==> src/tmr_pkg.sv <==
// Package for the sixteen-bit capture/compare timer: register indices, field positions,
// reset values and the bus/pin carrier structs.
// Assumes a 32-bit APB slave where each byte register sits in the low byte of one word.
package tmr_pkg;
	// -----------------------------------------------------------------
	// Register indices (byte address is four times the index)
	// -----------------------------------------------------------------
	localparam logic [7:0] IDX_CTL_TWO = 8'h51;
	localparam logic [7:0] IDX_CTL_ONE = 8'h52;
	localparam logic [7:0] IDX_FLAGS = 8'h53;
	localparam logic [7:0] IDX_CAP1_HI = 8'h54;
	localparam logic [7:0] IDX_CAP1_LO = 8'h55;
	localparam logic [7:0] IDX_CMP1_HI = 8'h56;
	localparam logic [7:0] IDX_CMP1_LO = 8'h57;
	localparam logic [7:0] IDX_CNT_HI = 8'h58;
	localparam logic [7:0] IDX_CNT_LO = 8'h59;
	localparam logic [7:0] IDX_ACNT_HI = 8'h5a;
	localparam logic [7:0] IDX_ACNT_LO = 8'h5b;
	localparam logic [7:0] IDX_CAP2_HI = 8'h5c;
	localparam logic [7:0] IDX_CAP2_LO = 8'h5d;
	localparam logic [7:0] IDX_CMP2_HI = 8'h5e;
	localparam logic [7:0] IDX_CMP2_LO = 8'h5f;
	// Wake index of our own: accepted without a bus error, but no register sits behind it and it reads zero.
	localparam logic [7:0] IDX_WAKE = 8'h60;

	// -----------------------------------------------------------------
	// Field positions
	// -----------------------------------------------------------------
	localparam int C1_CAP_IE = 7;
	localparam int C1_CMP_IE = 6;
	localparam int C1_OVF_IE = 5;
	localparam int C1_FORCE2 = 4;
	localparam int C1_FORCE1 = 3;
	localparam int C1_LVL2 = 2;
	localparam int C1_EDGE1 = 1;
	localparam int C1_LVL1 = 0;
	localparam int C2_PIN1_EN = 7;
	localparam int C2_PIN2_EN = 6;
	localparam int C2_PULSE = 5;
	localparam int C2_PWM = 4;
	localparam int C2_CLK_HI = 3;
	localparam int C2_CLK_LO = 2;
	localparam int C2_EDGE2 = 1;
	localparam int C2_EXT_EDGE = 0;
	localparam int F_CAP1 = 7;
	localparam int F_CMP1 = 6;
	localparam int F_OVF = 5;
	localparam int F_CAP2 = 4;
	localparam int F_CMP2 = 3;
	localparam int F_DIS = 2;

	// -----------------------------------------------------------------
	// Values
	// -----------------------------------------------------------------
	localparam logic [7:0] CTL_RESET = 8'h00;
	localparam logic [15:0] CNT_RESET = 16'hfffc;
	localparam logic [15:0] CNT_TOP = 16'hffff;
	localparam logic [15:0] CMP_RESET = 16'h8000;
	localparam logic [1:0] CLK_DIV4 = 2'h0;
	localparam logic [1:0] CLK_DIV2 = 2'h1;
	localparam logic [1:0] CLK_DIV8 = 2'h2;
	localparam logic [1:0] CLK_EXT = 2'h3;
	localparam logic [2:0] DIV2_MASK = 3'h1;
	localparam logic [2:0] DIV4_MASK = 3'h3;
	localparam logic [2:0] DIV8_MASK = 3'h7;
	localparam logic [7:0] FLAGS_WMASK = 8'h04;

	typedef struct packed {
		logic [7:0] addr;
		logic wr;
		logic [7:0] wdata;
	} tmr_acc_s;

	typedef struct packed {
		logic cap1;
		logic cap2;
		logic ext_clk;
	} tmr_pins_s;
endpackage

==> src/tmr_edge.sv <==
// Edge detector for one synchronous timer input pin.
// Assumes the pin is already synchronous to MCLK.
`timescale 1ns/1ps
`default_nettype none
module tmr_edge (
	// Clock and reset
	input wire logic clk,
	input wire logic nrst,
	// Pin and edge choice
	input wire logic pin,
	input wire logic rising,
	// Event
	output logic hit
);
	logic prev_reg;

	always_ff @(posedge clk or negedge nrst) begin
		if (!nrst) begin
			prev_reg <= 1'b0;
		end else begin
			prev_reg <= pin;
		end
	end

	assign hit = rising ? (pin & ~prev_reg) : (~pin & prev_reg);
endmodule // tmr_edge
`default_nettype wire

==> src/tmr_tick.sv <==
// Counter clock enable: prescaler of MCLK or selected edge of the external clock.
// Assumes the external clock is synchronous and slow compared with MCLK.
`timescale 1ns/1ps
`default_nettype none
module tmr_tick import tmr_pkg::*; #(
	parameter bit HAS_EXT = 1'b1
) (
	// Clock and reset
	input wire logic clk,
	input wire logic nrst,
	// Control
	input wire logic freeze,
	input wire logic [1:0] sel,
	input wire logic ext_rise,
	input wire logic ext_pin,
	// Tick
	output logic tick
);
	logic [2:0] pre_reg;
	logic ext_hit;
	logic [2:0] mask;

	tmr_edge u_ext (.clk(clk), .nrst(nrst), .pin(ext_pin), .rising(ext_rise), .hit(ext_hit));

	always_ff @(posedge clk or negedge nrst) begin
		if (!nrst) begin
			pre_reg <= 3'h0;
		end else if (!freeze) begin
			pre_reg <= pre_reg + 3'h1;
		end
	end

	always_comb begin
		unique case (sel)
			CLK_DIV4: mask = DIV4_MASK;
			CLK_DIV2: mask = DIV2_MASK;
			CLK_DIV8: mask = DIV8_MASK;
			CLK_EXT: mask = DIV8_MASK;
		endcase
	end

	// Without the pin the external setting yields no tick at all.
	assign tick = freeze ? 1'b0 :
		(sel == CLK_EXT) ? (HAS_EXT & ext_hit) :
		((pre_reg & mask) == mask);
endmodule // tmr_tick
`default_nettype wire

==> src/tmr_top.sv <==
// Sixteen-bit capture/compare timer with APB register access.
// Assumes pins are synchronous to MCLK; registers are byte wide in the low data lane.
`timescale 1ns/1ps
`default_nettype none
// Function
// - All events share one interrupt, gated by enables and the CPU mask.
// - Every enabled, unmasked timer interrupt wakes from wait; none wakes from halt.
// - Control one bits 7,6,5 enable capture, compare and overflow interrupts.
// - Force bits copy level bits to outputs unless the disable bit is set.
// - Level two drives output two on match; output one in pulse/PWM modes.
// - Control one bit 1 picks capture one edge, one means rising.
// - Level one goes to output one on compare one match.
// - Pin enable one only connects output one; compare one keeps running.
// - Pin enable two only connects output two; compare two keeps running.
// - Single pulse mode fires one pulse on capture one edge.
// - PWM gives repeating waveform, pulse by compare one, period by two.
// - Clock select: 00 div4, 01 div2, 10 div8, 11 external.
// - Without external pin, external setting stops the counter.
// - Control two bit 1 picks capture two edge, one means rising.
// - Control two bit 0 picks external clock edge, one means rising.
// - Capture one flag set by capture or PWM period; status read then low byte.
// - Compare one flag on match outside pulse and PWM modes; cleared by status read then low byte access.
// - Capture two flag on capture; cleared by status read then low byte access.
// - Compare two flag on match outside PWM mode; cleared by status read then low byte access.
// - Overflow flag on wrap; cleared by status read then counter low access.
// - Disable bit freezes prescaler and counter and disables outputs.
// - Compare high write suppresses that compare until low byte written.
// - In PWM a compare two match reloads counter with FFFC.
module tmr_top import tmr_pkg::*; #(
	parameter bit HAS_EXT = 1'b1
) (
	// Clock and reset
	input wire logic MCLK,
	input wire logic NRST,
	// APB
	input wire logic PSEL,
	input wire logic PENABLE,
	input wire logic PWRITE,
	input wire logic [31:0] PADDR,
	input wire logic [31:0] PWDATA,
	output logic [31:0] PRDATA,
	output logic PREADY,
	output logic PSLVERR,
	// Pins
	input wire logic CAPTURE_INPUT_ONE,
	input wire logic CAPTURE_INPUT_TWO,
	input wire logic EXTERNAL_CLOCK_INPUT,
	output logic COMPARE_OUTPUT_ONE,
	output logic COMPARE_OUTPUT_TWO,
	output logic OUTPUT_ONE_PIN_ENABLE,
	output logic OUTPUT_TWO_PIN_ENABLE,
	// CPU side
	input wire logic CPU_IRQ_MASK,
	input wire logic CPU_IN_WAIT,
	output logic TIMER_IRQ,
	output logic WAKE_FROM_WAIT
);
	// -----------------------------------------------------------------
	// Declarations
	// -----------------------------------------------------------------
	logic [7:0] ctl_one_reg, ctl_two_reg;
	logic [4:0] flag_reg;
	logic dis_reg;
	logic [4:0] armed_reg;
	logic [15:0] cnt_reg, cmp1_reg, cmp2_reg, cap1_reg, cap2_reg;
	logic [7:0] cmp1_hi_reg, cmp2_hi_reg;
	logic [15:0] cmp1_act_reg, cmp2_act_reg;
	logic inh1_reg, inh2_reg;
	logic out1_reg, out2_reg;
	logic [7:0] cap1_lo_latch_reg;
	logic pulse_run_reg;
	tmr_acc_s acc;
	tmr_pins_s pins;
	logic take, addr_ok, tick, cap1_hit, cap2_hit;
	logic pwm_on, pulse_on, match1, match2, wrap;
	logic [4:0] set_ev, clr_ev;
	logic [7:0] rd_byte;

	assign pins = '{cap1: CAPTURE_INPUT_ONE, cap2: CAPTURE_INPUT_TWO,
		ext_clk: EXTERNAL_CLOCK_INPUT};
	assign acc = '{addr: PADDR[9:2], wr: PWRITE, wdata: PWDATA[7:0]};
	assign take = PSEL & PENABLE & PREADY;
	assign pwm_on = ctl_two_reg[C2_PWM];
	assign pulse_on = ctl_two_reg[C2_PULSE] & ~pwm_on;

	function automatic logic is_acc(input tmr_acc_s a, input logic [7:0] idx);
		return a.addr == idx;
	endfunction

	assign addr_ok = (PADDR[1:0] == 2'h0) && (PADDR[31:10] == 22'h0) &&
		(((acc.addr >= IDX_CTL_TWO) && (acc.addr <= IDX_CMP2_LO)) || is_acc(acc, IDX_WAKE));

	// -----------------------------------------------------------------
	// Clock and input events
	// -----------------------------------------------------------------
	tmr_tick #(.HAS_EXT(HAS_EXT)) u_tick (
		.clk(MCLK), .nrst(NRST), .freeze(dis_reg),
		.sel({ctl_two_reg[C2_CLK_HI], ctl_two_reg[C2_CLK_LO]}),
		.ext_rise(ctl_two_reg[C2_EXT_EDGE]), .ext_pin(pins.ext_clk), .tick(tick));
	tmr_edge u_cap1 (.clk(MCLK), .nrst(NRST), .pin(pins.cap1),
		.rising(ctl_one_reg[C1_EDGE1]), .hit(cap1_hit));
	tmr_edge u_cap2 (.clk(MCLK), .nrst(NRST), .pin(pins.cap2),
		.rising(ctl_two_reg[C2_EDGE2]), .hit(cap2_hit));

	assign match1 = tick && !inh1_reg && (cnt_reg == cmp1_act_reg);
	assign match2 = tick && !inh2_reg && (cnt_reg == cmp2_act_reg);
	assign wrap = tick && (cnt_reg == CNT_TOP);

	// -----------------------------------------------------------------
	// APB slave: one wait-free access phase
	// -----------------------------------------------------------------
	always_ff @(posedge MCLK or negedge NRST) begin
		if (!NRST) begin
			PREADY <= 1'b0;
			PSLVERR <= 1'b0;
			PRDATA <= 32'h0;
		end else begin
			PREADY <= PSEL & ~PENABLE;
			PSLVERR <= PSEL & ~PENABLE & ~addr_ok;
			PRDATA <= (PSEL & ~PENABLE & ~PWRITE & addr_ok) ? {24'h0, rd_byte} : 32'h0;
		end
	end

	always_comb begin
		rd_byte = 8'h00;
		unique case (acc.addr)
			IDX_CTL_TWO: rd_byte = ctl_two_reg;
			IDX_CTL_ONE: rd_byte = ctl_one_reg;
			IDX_FLAGS: rd_byte = {flag_reg, dis_reg, 2'b00};
			IDX_CAP1_HI: rd_byte = cap1_reg[15:8];
			IDX_CAP1_LO: rd_byte = cap1_reg[7:0];
			IDX_CMP1_HI: rd_byte = cmp1_reg[15:8];
			IDX_CMP1_LO: rd_byte = cmp1_reg[7:0];
			IDX_CNT_HI, IDX_ACNT_HI: rd_byte = cnt_reg[15:8];
			IDX_CNT_LO, IDX_ACNT_LO: rd_byte = cnt_reg[7:0];
			IDX_CAP2_HI: rd_byte = cap2_reg[15:8];
			IDX_CAP2_LO: rd_byte = cap2_reg[7:0];
			IDX_CMP2_HI: rd_byte = cmp2_reg[15:8];
			IDX_CMP2_LO: rd_byte = cmp2_reg[7:0];
			default: rd_byte = 8'h00;
		endcase
	end

	// -----------------------------------------------------------------
	// Control registers
	// -----------------------------------------------------------------
	always_ff @(posedge MCLK or negedge NRST) begin
		if (!NRST) begin
			ctl_one_reg <= CTL_RESET;
			ctl_two_reg <= CTL_RESET;
			dis_reg <= 1'b0;
		end else if (take && acc.wr) begin
			if (is_acc(acc, IDX_CTL_ONE)) ctl_one_reg <= acc.wdata;
			if (is_acc(acc, IDX_CTL_TWO)) ctl_two_reg <= acc.wdata;
			// Low flag bits are read-only zero; software keeps them clear.
			if (is_acc(acc, IDX_FLAGS)) dis_reg <= |(acc.wdata & FLAGS_WMASK);
		end
	end

	// -----------------------------------------------------------------
	// Compare values: high write inhibits until low write; in PWM the
	// active copies load only at the end of a period to avoid spikes.
	// -----------------------------------------------------------------
	always_ff @(posedge MCLK or negedge NRST) begin
		if (!NRST) begin
			cmp1_reg <= CMP_RESET;
			cmp2_reg <= CMP_RESET;
			cmp1_act_reg <= CMP_RESET;
			cmp2_act_reg <= CMP_RESET;
			inh1_reg <= 1'b0;
			inh2_reg <= 1'b0;
		end else begin
			if (take && acc.wr && is_acc(acc, IDX_CMP1_HI)) begin
				cmp1_reg[15:8] <= acc.wdata;
				inh1_reg <= 1'b1;
			end
			if (take && acc.wr && is_acc(acc, IDX_CMP1_LO)) begin
				cmp1_reg[7:0] <= acc.wdata;
				inh1_reg <= 1'b0;
			end
			if (take && acc.wr && is_acc(acc, IDX_CMP2_HI)) begin
				cmp2_reg[15:8] <= acc.wdata;
				inh2_reg <= 1'b1;
			end
			if (take && acc.wr && is_acc(acc, IDX_CMP2_LO)) begin
				cmp2_reg[7:0] <= acc.wdata;
				inh2_reg <= 1'b0;
			end
			if (!pwm_on || match2) begin
				cmp1_act_reg <= cmp1_reg;
				cmp2_act_reg <= cmp2_reg;
			end
		end
	end

	// -----------------------------------------------------------------
	// Counter and captures
	// -----------------------------------------------------------------
	always_ff @(posedge MCLK or negedge NRST) begin
		if (!NRST) begin
			cnt_reg <= CNT_RESET;
		end else if (take && acc.wr && (is_acc(acc, IDX_CNT_LO) || is_acc(acc, IDX_ACNT_LO))) begin
			cnt_reg <= CNT_RESET;
		end else if (pulse_on && cap1_hit && !dis_reg) begin
			cnt_reg <= CNT_RESET;
		end else if (pwm_on && match2) begin
			cnt_reg <= CNT_RESET;
		end else if (tick) begin
			cnt_reg <= cnt_reg + 16'h1;
		end
	end

	always_ff @(posedge MCLK or negedge NRST) begin
		if (!NRST) begin
			cap1_reg <= 16'h0;
			cap2_reg <= 16'h0;
		end else begin
			if (cap1_hit && !pwm_on) cap1_reg <= cnt_reg;
			if (cap2_hit) cap2_reg <= cnt_reg;
		end
	end

	// -----------------------------------------------------------------
	// Flags: a set in the same cycle as the clearing access wins.
	// -----------------------------------------------------------------
	assign set_ev[4] = (cap1_hit && !pwm_on) || (pwm_on && match2);
	assign set_ev[3] = match1 && !pwm_on && !pulse_on;
	assign set_ev[2] = wrap;
	assign set_ev[1] = cap2_hit;
	assign set_ev[0] = match2 && !pwm_on;
	assign clr_ev[4] = take && is_acc(acc, IDX_CAP1_LO);
	assign clr_ev[3] = take && is_acc(acc, IDX_CMP1_LO);
	assign clr_ev[2] = take && is_acc(acc, IDX_CNT_LO);
	assign clr_ev[1] = take && is_acc(acc, IDX_CAP2_LO);
	assign clr_ev[0] = take && is_acc(acc, IDX_CMP2_LO);

	always_ff @(posedge MCLK or negedge NRST) begin
		if (!NRST) begin
			flag_reg <= 5'h0;
			armed_reg <= 5'h0;
		end else begin
			for (int i = 0; i < 5; i++) begin
				if (set_ev[i]) begin
					flag_reg[i] <= 1'b1;
				end else if (clr_ev[i] && armed_reg[i]) begin
					flag_reg[i] <= 1'b0;
				end
				if (take && !acc.wr && is_acc(acc, IDX_FLAGS)) begin
					armed_reg[i] <= flag_reg[i];
				end else if (clr_ev[i]) begin
					armed_reg[i] <= 1'b0;
				end
			end
		end
	end

	// -----------------------------------------------------------------
	// Compare outputs
	// -----------------------------------------------------------------
	always_ff @(posedge MCLK or negedge NRST) begin
		if (!NRST) begin
			out1_reg <= 1'b0;
			out2_reg <= 1'b0;
			pulse_run_reg <= 1'b0;
		end else if (!dis_reg) begin
			if (pwm_on) begin
				if (match2) out1_reg <= ctl_one_reg[C1_LVL2];
				else if (match1) out1_reg <= ctl_one_reg[C1_LVL1];
			end else if (pulse_on) begin
				if (cap1_hit) begin
					out1_reg <= ctl_one_reg[C1_LVL2];
					pulse_run_reg <= 1'b1;
				end else if (match1 && pulse_run_reg) begin
					out1_reg <= ctl_one_reg[C1_LVL1];
					pulse_run_reg <= 1'b0;
				end
			end else if (match1) begin
				out1_reg <= ctl_one_reg[C1_LVL1];
			end
			if (ctl_one_reg[C1_FORCE1]) out1_reg <= ctl_one_reg[C1_LVL1];
			if (!pwm_on && !pulse_on && match2) out2_reg <= ctl_one_reg[C1_LVL2];
			if (ctl_one_reg[C1_FORCE2]) out2_reg <= ctl_one_reg[C1_LVL2];
		end
	end

	always_ff @(posedge MCLK or negedge NRST) begin
		if (!NRST) begin
			COMPARE_OUTPUT_ONE <= 1'b0;
			COMPARE_OUTPUT_TWO <= 1'b0;
			OUTPUT_ONE_PIN_ENABLE <= 1'b0;
			OUTPUT_TWO_PIN_ENABLE <= 1'b0;
		end else begin
			// Pin enables only hand the pins over; compare logic runs regardless.
			COMPARE_OUTPUT_ONE <= out1_reg;
			COMPARE_OUTPUT_TWO <= out2_reg;
			OUTPUT_ONE_PIN_ENABLE <= ctl_two_reg[C2_PIN1_EN] & ~dis_reg;
			OUTPUT_TWO_PIN_ENABLE <= ctl_two_reg[C2_PIN2_EN] & ~dis_reg;
		end
	end

	// -----------------------------------------------------------------
	// Interrupt request and wake
	// -----------------------------------------------------------------
	logic irq_src;
	assign irq_src = (ctl_one_reg[C1_CAP_IE] & (flag_reg[4] | flag_reg[1])) |
		(ctl_one_reg[C1_CMP_IE] & (flag_reg[3] | flag_reg[0])) |
		(ctl_one_reg[C1_OVF_IE] & flag_reg[2]);

	always_ff @(posedge MCLK or negedge NRST) begin
		if (!NRST) begin
			TIMER_IRQ <= 1'b0;
			WAKE_FROM_WAIT <= 1'b0;
		end else begin
			TIMER_IRQ <= irq_src & ~CPU_IRQ_MASK;
			// Halt stops MCLK here, so no event can reach the halted core.
			WAKE_FROM_WAIT <= irq_src & ~CPU_IRQ_MASK & CPU_IN_WAIT;
		end
	end

	AST_OVF_SET: assert property (@(posedge MCLK) disable iff (!NRST)
		wrap |=> flag_reg[2]) else $error("overflow flag not set after wrap");
	AST_IRQ_GATE: assert property (@(posedge MCLK) disable iff (!NRST)
		TIMER_IRQ |-> $past(irq_src) && !$past(CPU_IRQ_MASK)) else $error("irq without cause");
	AST_WAKE: assert property (@(posedge MCLK) disable iff (!NRST)
		WAKE_FROM_WAIT |-> TIMER_IRQ) else $error("wake without irq");
	AST_DIS_PINS: assert property (@(posedge MCLK) disable iff (!NRST)
		dis_reg |=> !OUTPUT_ONE_PIN_ENABLE && !OUTPUT_TWO_PIN_ENABLE) else $error("pins on while disabled");
	AST_DIS_FREEZE: assert property (@(posedge MCLK) disable iff (!NRST)
		(dis_reg && !take) |=> $stable(cnt_reg)) else $error("counter moved while disabled");
	AST_PWM_RELOAD: assert property (@(posedge MCLK) disable iff (!NRST)
		(pwm_on && match2 && !take) |=> cnt_reg == CNT_RESET) else $error("no pwm reload");
	AST_INHIBIT: assert property (@(posedge MCLK) disable iff (!NRST)
		(inh1_reg && !flag_reg[3]) |=> !flag_reg[3]) else $error("compare active while inhibited");
	AST_FORCE1: assert property (@(posedge MCLK) disable iff (!NRST)
		(ctl_one_reg[C1_FORCE1] && !dis_reg) |=> ##1 COMPARE_OUTPUT_ONE == $past(ctl_one_reg[C1_LVL1], 2))
		else $error("force one not applied");
	AST_CAP2_FLAG: assert property (@(posedge MCLK) disable iff (!NRST)
		cap2_hit |=> flag_reg[1]) else $error("capture two flag missing");
endmodule // tmr_top
`default_nettype wire

==> config.mk <==
export PLATFORM = sky130hd
export DESIGN_NAME = tmr_top
export DESIGN_NICKNAME = d
export VERILOG_FILES = /design/src/tmr_pkg.sv /design/src/tmr_edge.sv /design/src/tmr_tick.sv /design/src/tmr_top.sv
export SDC_FILE = /design/constraint.sdc
export NUM_CORES = 1
export LEC_CHECK = 0
export ABC_AREA = 1
export BUFFER_PORTS_ARGS = -buffer_cell sky130_fd_sc_hd__clkbuf_2
export CELL_PAD_IN_SITES_DETAIL_PLACEMENT = 1
export CELL_PAD_IN_SITES_GLOBAL_PLACEMENT = 1
export CORE_MARGIN = 2
export CORE_UTILIZATION = 46
export CTS_CLUSTER_DIAMETER = 200
export CTS_CLUSTER_SIZE = 30
export DETAILED_ROUTE_END_ITERATION = 10
export PLACE_DENSITY_LB_ADDON = 0.1
export SYNTH_ARGS = -nofsm -noshare
export SYNTH_HDL_FRONTEND = slang
export SYNTH_SLANG_ARGS = --single-unit
==> constraint.sdc <==
create_clock -name MCLK -period 2.9 [get_ports MCLK]
set_input_delay 0.725 -clock MCLK [delete_from_list [all_inputs] [get_ports MCLK]]
set_output_delay 0.725 -clock MCLK [all_outputs]
set_load 0.02 [all_outputs]
==> reports/results.env <==
SIGNED_AREA_CHANGE_FROM_THE_SYNTHESIZED_NETLIST_TO_THE_FINAL_LAYOUT_PCT=12.84
LAYOUT.CELLS.MOST_COMMON_LIST='356 x sky130_fd_sc_hd__nand2_1, 148 x sky130_fd_sc_hd__dfrtp_1, 128 x sky130_fd_sc_hd__inv_1'
FRACTION_OF_FINAL_LAYOUT_CELLS_SIZED_BEYOND_DRIVE_STRENGTH_1=0.1598
NUM_VIAS=7713
DIE-HEIGHT_UM=140.5
GRT_PASS1_WL_UM=45800
CTS_SINKS=166
WORST_REG2REG_SETUP_SLACK_PS=490
SYNTH_LARGEST_AREA_CELL='sky130_fd_sc_hd__dfrtp_1'
CRITICAL-PATH-SLOWEST-CELL='sky130_fd_sc_hd__dfstp_2'
CP_CELL_SEQUENCE='inv_2 -> nand2_1 -> nand2_1 -> nor2_1 -> nand2_1 -> nor3_4 -> nand3_1 -> nand2_2 -> inv_2 -> nand3_1'
CRITPATHKIND='reg -> reg'
SETUP.WORST_PATH.START_CLASS='flip-flop'
NETLIST_AREA_MM2=0.008566
H-TREE-DEPTH=4
POST_CTS_REPAIR_TIMING_SETUP_BUFFER_COUNT=0
IRDROPWORSTVDD_uV=401.7
CP_COMMON_CELL='sky130_fd_sc_hd__nand2_1'
FINALCRITICALPERIOD_PS=2411
FIN_SKEW_PS=13.44
TOTALWIRELENGTH_UM=29160
RESIDUAL_DRC=0
INITIAL_CORE_UTIL=0.4720
NUMBER_OF_GLOBAL_ROUTE_VIAS_BEFORE_REPAIR=8035
R2R_START='cnt_reg[5]$_DFFE_PN1P_'
CTS_INSERTED_BUFFERS=17
DRT_FIRST_ITER_VIOLATIONS=601
DIE_WIDTH_UM=140.5
POWER_SWITCHING_uW=1816
DP_HPWL_UM=21780
YS_SEQ_ELEMENTS=166
POST_CTS_HOLD_BUFFER_COUNT=0
POWER.SWITCHING_FRACTION=0.3196
ANT_NETS=0
FINALHOLDWORSTSLACK_PS=292.6
PLACED_CELL_AREA_MM2=0.009105
RR_WORST_DEPTH=10
TIMING_WORST_SLEW_PIN_VALUE_PS=713.6
GP_CONGESTION=0.9102
TRITONCTS='yes'
GRT_ANTENNA_BEFORE_REPAIR=0
CTSRESIZECOUNT=0
POWER.SHARE.COMBINATIONAL=0.145
SYNTH_TOP_AREA_FRAC=0.4324
FILLERS=2311
SHARE_CLK_OF_TOTAL_POWER=0.391
DIE-AREA_MM2=0.01973
PRE_CTS_WS_PS=296.4
POST_SYNTH_NUM_CELL_TYPES=44
ANTENNA-DIODE-COUNT=0
TIMING_MAX_TRANSITION_VIOLATIONS_FINAL=0
YS_SEQ_AREA_FRAC=0.4876
CP.BUFFERS_INVERTERS=2
YOSYSWARNINGS=0
SEQ_POWER_SHARE=0.464
GR-TOTAL-OVERFLOW=0
TOP_LEVEL_PORTS=114
FINAL-SETUP-VIOL-COUNT=0
NETLIST_TOP_CELLS_AREA='sky130_fd_sc_hd__dfrtp_1 43%, sky130_fd_sc_hd__nand2_1 16%, sky130_fd_sc_hd__o21ai_0 6.3%'
CRIT_PATH_MAX_FANOUT=10
GRT.TOTAL_USAGE=0.3099
WORST_SKEW_PAIR.LATE_LATENCY_PS=440
CLOCK_PATH_BUFFERS=2
GRT_MAX_DEGREE=67
FINALINSTANCEAREA_MM2=0.009666
LEAKAGE_POWER_uW=0.004694
POSTSYNTHCELLCOUNT=1101
SETUP_TOTAL_NEGATIVE_SLACK_PS=0
FINAL_STAGE_NET_COUNT=1252
WORST_SETUP_SLACK_FINAL_PS=488.8
FINAL_COMMON_CELL='sky130_fd_sc_hd__nand2_1'
CLKSLEWWORSTSETUPHOLDPATHS_PS=70
RUN_STATUS='finished clean'
CP_TOP_FAMILY='simple AND/OR/NAND/NOR gates'
MIN_PATH_TYPE='in -> async'
TIMING.FINAL.CRIT_SHARE=0.8314
PLACEABLECOREAREA_MM2=0.01815
GRT_SETUP_UNREPAIRED='false'
WORSTPATHREQUIRED_PS=3280
R2R_END='cnt_reg[5]$_DFFE_PN1P_'
FINAL_HOLD_VIOL_COUNT=0
CTS-ROOT-BUF='sky130_fd_sc_hd__clkbuf_16'
CRIT_ARRIVAL_PS=2790
DRT_PASS1_ITERATIONS=4
PLACEMENT_ROWS=49
TIMING.FMAX_MHz=414.7
PORT-BUFFER-COUNT=65
MAX-SLEW-MARGIN-REL=0.5243
POWER_DENSITY_mW_PER_MM2=587.8
CELLINTERNALPOWER_uW=3866
POST_DRT_WL_PER_CELL_UM=20.56
WORSTSETUPENDPOINTTYPE='flip-flop'
VIASPERCELL=5.439
CPPEAKSTAGEDELAY_PS=650
MAX-CAP-VIOLATIONS=0
SYN_AREA_PER_CELL_UM2=7.780
how the worst max path moves through the flow:
stage                                start                          to  cells past startpoint
global placement                  PADDR[8]  ctl_one_reg[4]$_DFFE_PN0P_                      9
detailed placement                PADDR[2]         PRDATA[1]$_DFF_PN0_                     10
global route        cnt_reg[5]$_DFFE_PN1P_      cnt_reg[6]$_DFFE_PN1P_                     10
floorplan                         PADDR[8]     cmp2_reg[7]$_DFFE_PN0P_                     12
CTS                 cnt_reg[7]$_DFFE_PN1P_      cnt_reg[5]$_DFFE_PN1P_                     10
finish              cnt_reg[5]$_DFFE_PN1P_      cnt_reg[5]$_DFFE_PN1P_                     10
synth_stat cells, drive strengths merged:
| cell | n |
|---|---|
| clkbuf | 12 |
| o211ai | 2 |
| o2111ai | 1 |
| xor2 | 5 |
| nand3b | 5 |
| nand2 | 364 |
| nand3 | 55 |
| xnor2 | 3 |
| buf | 44 |
| or3 | 1 |
| clkinv | 2 |
| nand4 | 19 |
| inv | 137 |
| a21oi | 12 |
| o21ai | 153 |
| nor2 | 85 |
| nor3 | 14 |
| conb | 1 |
| nor4 | 6 |
| o31ai | 1 |
| dfrtp | 148 |
| dfstp | 18 |
| or2 | 3 |
| ha | 2 |
| o22ai | 8 |
final cells by class:
cell class,instances,area [um2],area share
clock buffer,17,425.4,0.04401
multi-input combinational,763,3546,0.3669
timing repair buffer,89,574.3,0.05942
tap,229,286.5,0.02964
sequential,166,4177,0.4321
clock inverter,15,135.1,0.01398
inverter,139,521.8,0.05398
logic make-up (layout without fill, tap and decap cells):
| logic type | count (synthesis) | after routing | synth area share |
|---|---|---|---|
| compound gates | 177 | 177 | 0.1147 |
| xor+xnor | 8 | 8 | 0.008180 |
| fa+ha+maj | 2 | 2 | 0.002921 |
| buf+inv | 195 | 260 | 0.1085 |
| flops | 166 | 166 | 0.4876 |
| other cells | 1 | 24 | 0.0004378 |
| simple gates | 552 | 552 | 0.2777 |
metal layers:
layer / wire length [um] / vias up / global-route usage / part of all wire
met5: 0 / - / 0 / 0
met4: 1141 / 0 / 0.1237 / 0.039
met3: 1479 / 74 / 0.05162 / 0.051
met2: 14430 / 235 / 0.5343 / 0.49
met1: 12120 / 3810 / 0.3906 / 0.42
li1: - / 3594 / - / -
metrics by stage:
| stage | instances | util | power [uW] |
|---|---|---|---|
| floorplan | 1124 | - | 3125 |
| finish | 1418 | 0.5326 | 5682 |
| detailed placement | 1386 | 0.5017 | 3484 |
| global route | 1418 | 0.5326 | 5902 |
| CTS | 1418 | 0.5326 | 5705 |
| global placement | 1386 | 0.5017 | 3451 |
power groups by stage:
stage          sequential, uW  combinational, uW  clock (uW)
2_1_floorplan            2600                527           0
3_3_place_gp             2670                778           0
3_5_place_dp             2670                810           0
4_1_cts                  2640                821        2250
5_1_grt                  2650                930        2320
6_report                 2640                823        2220
Power figures use the tool's default switching activity.
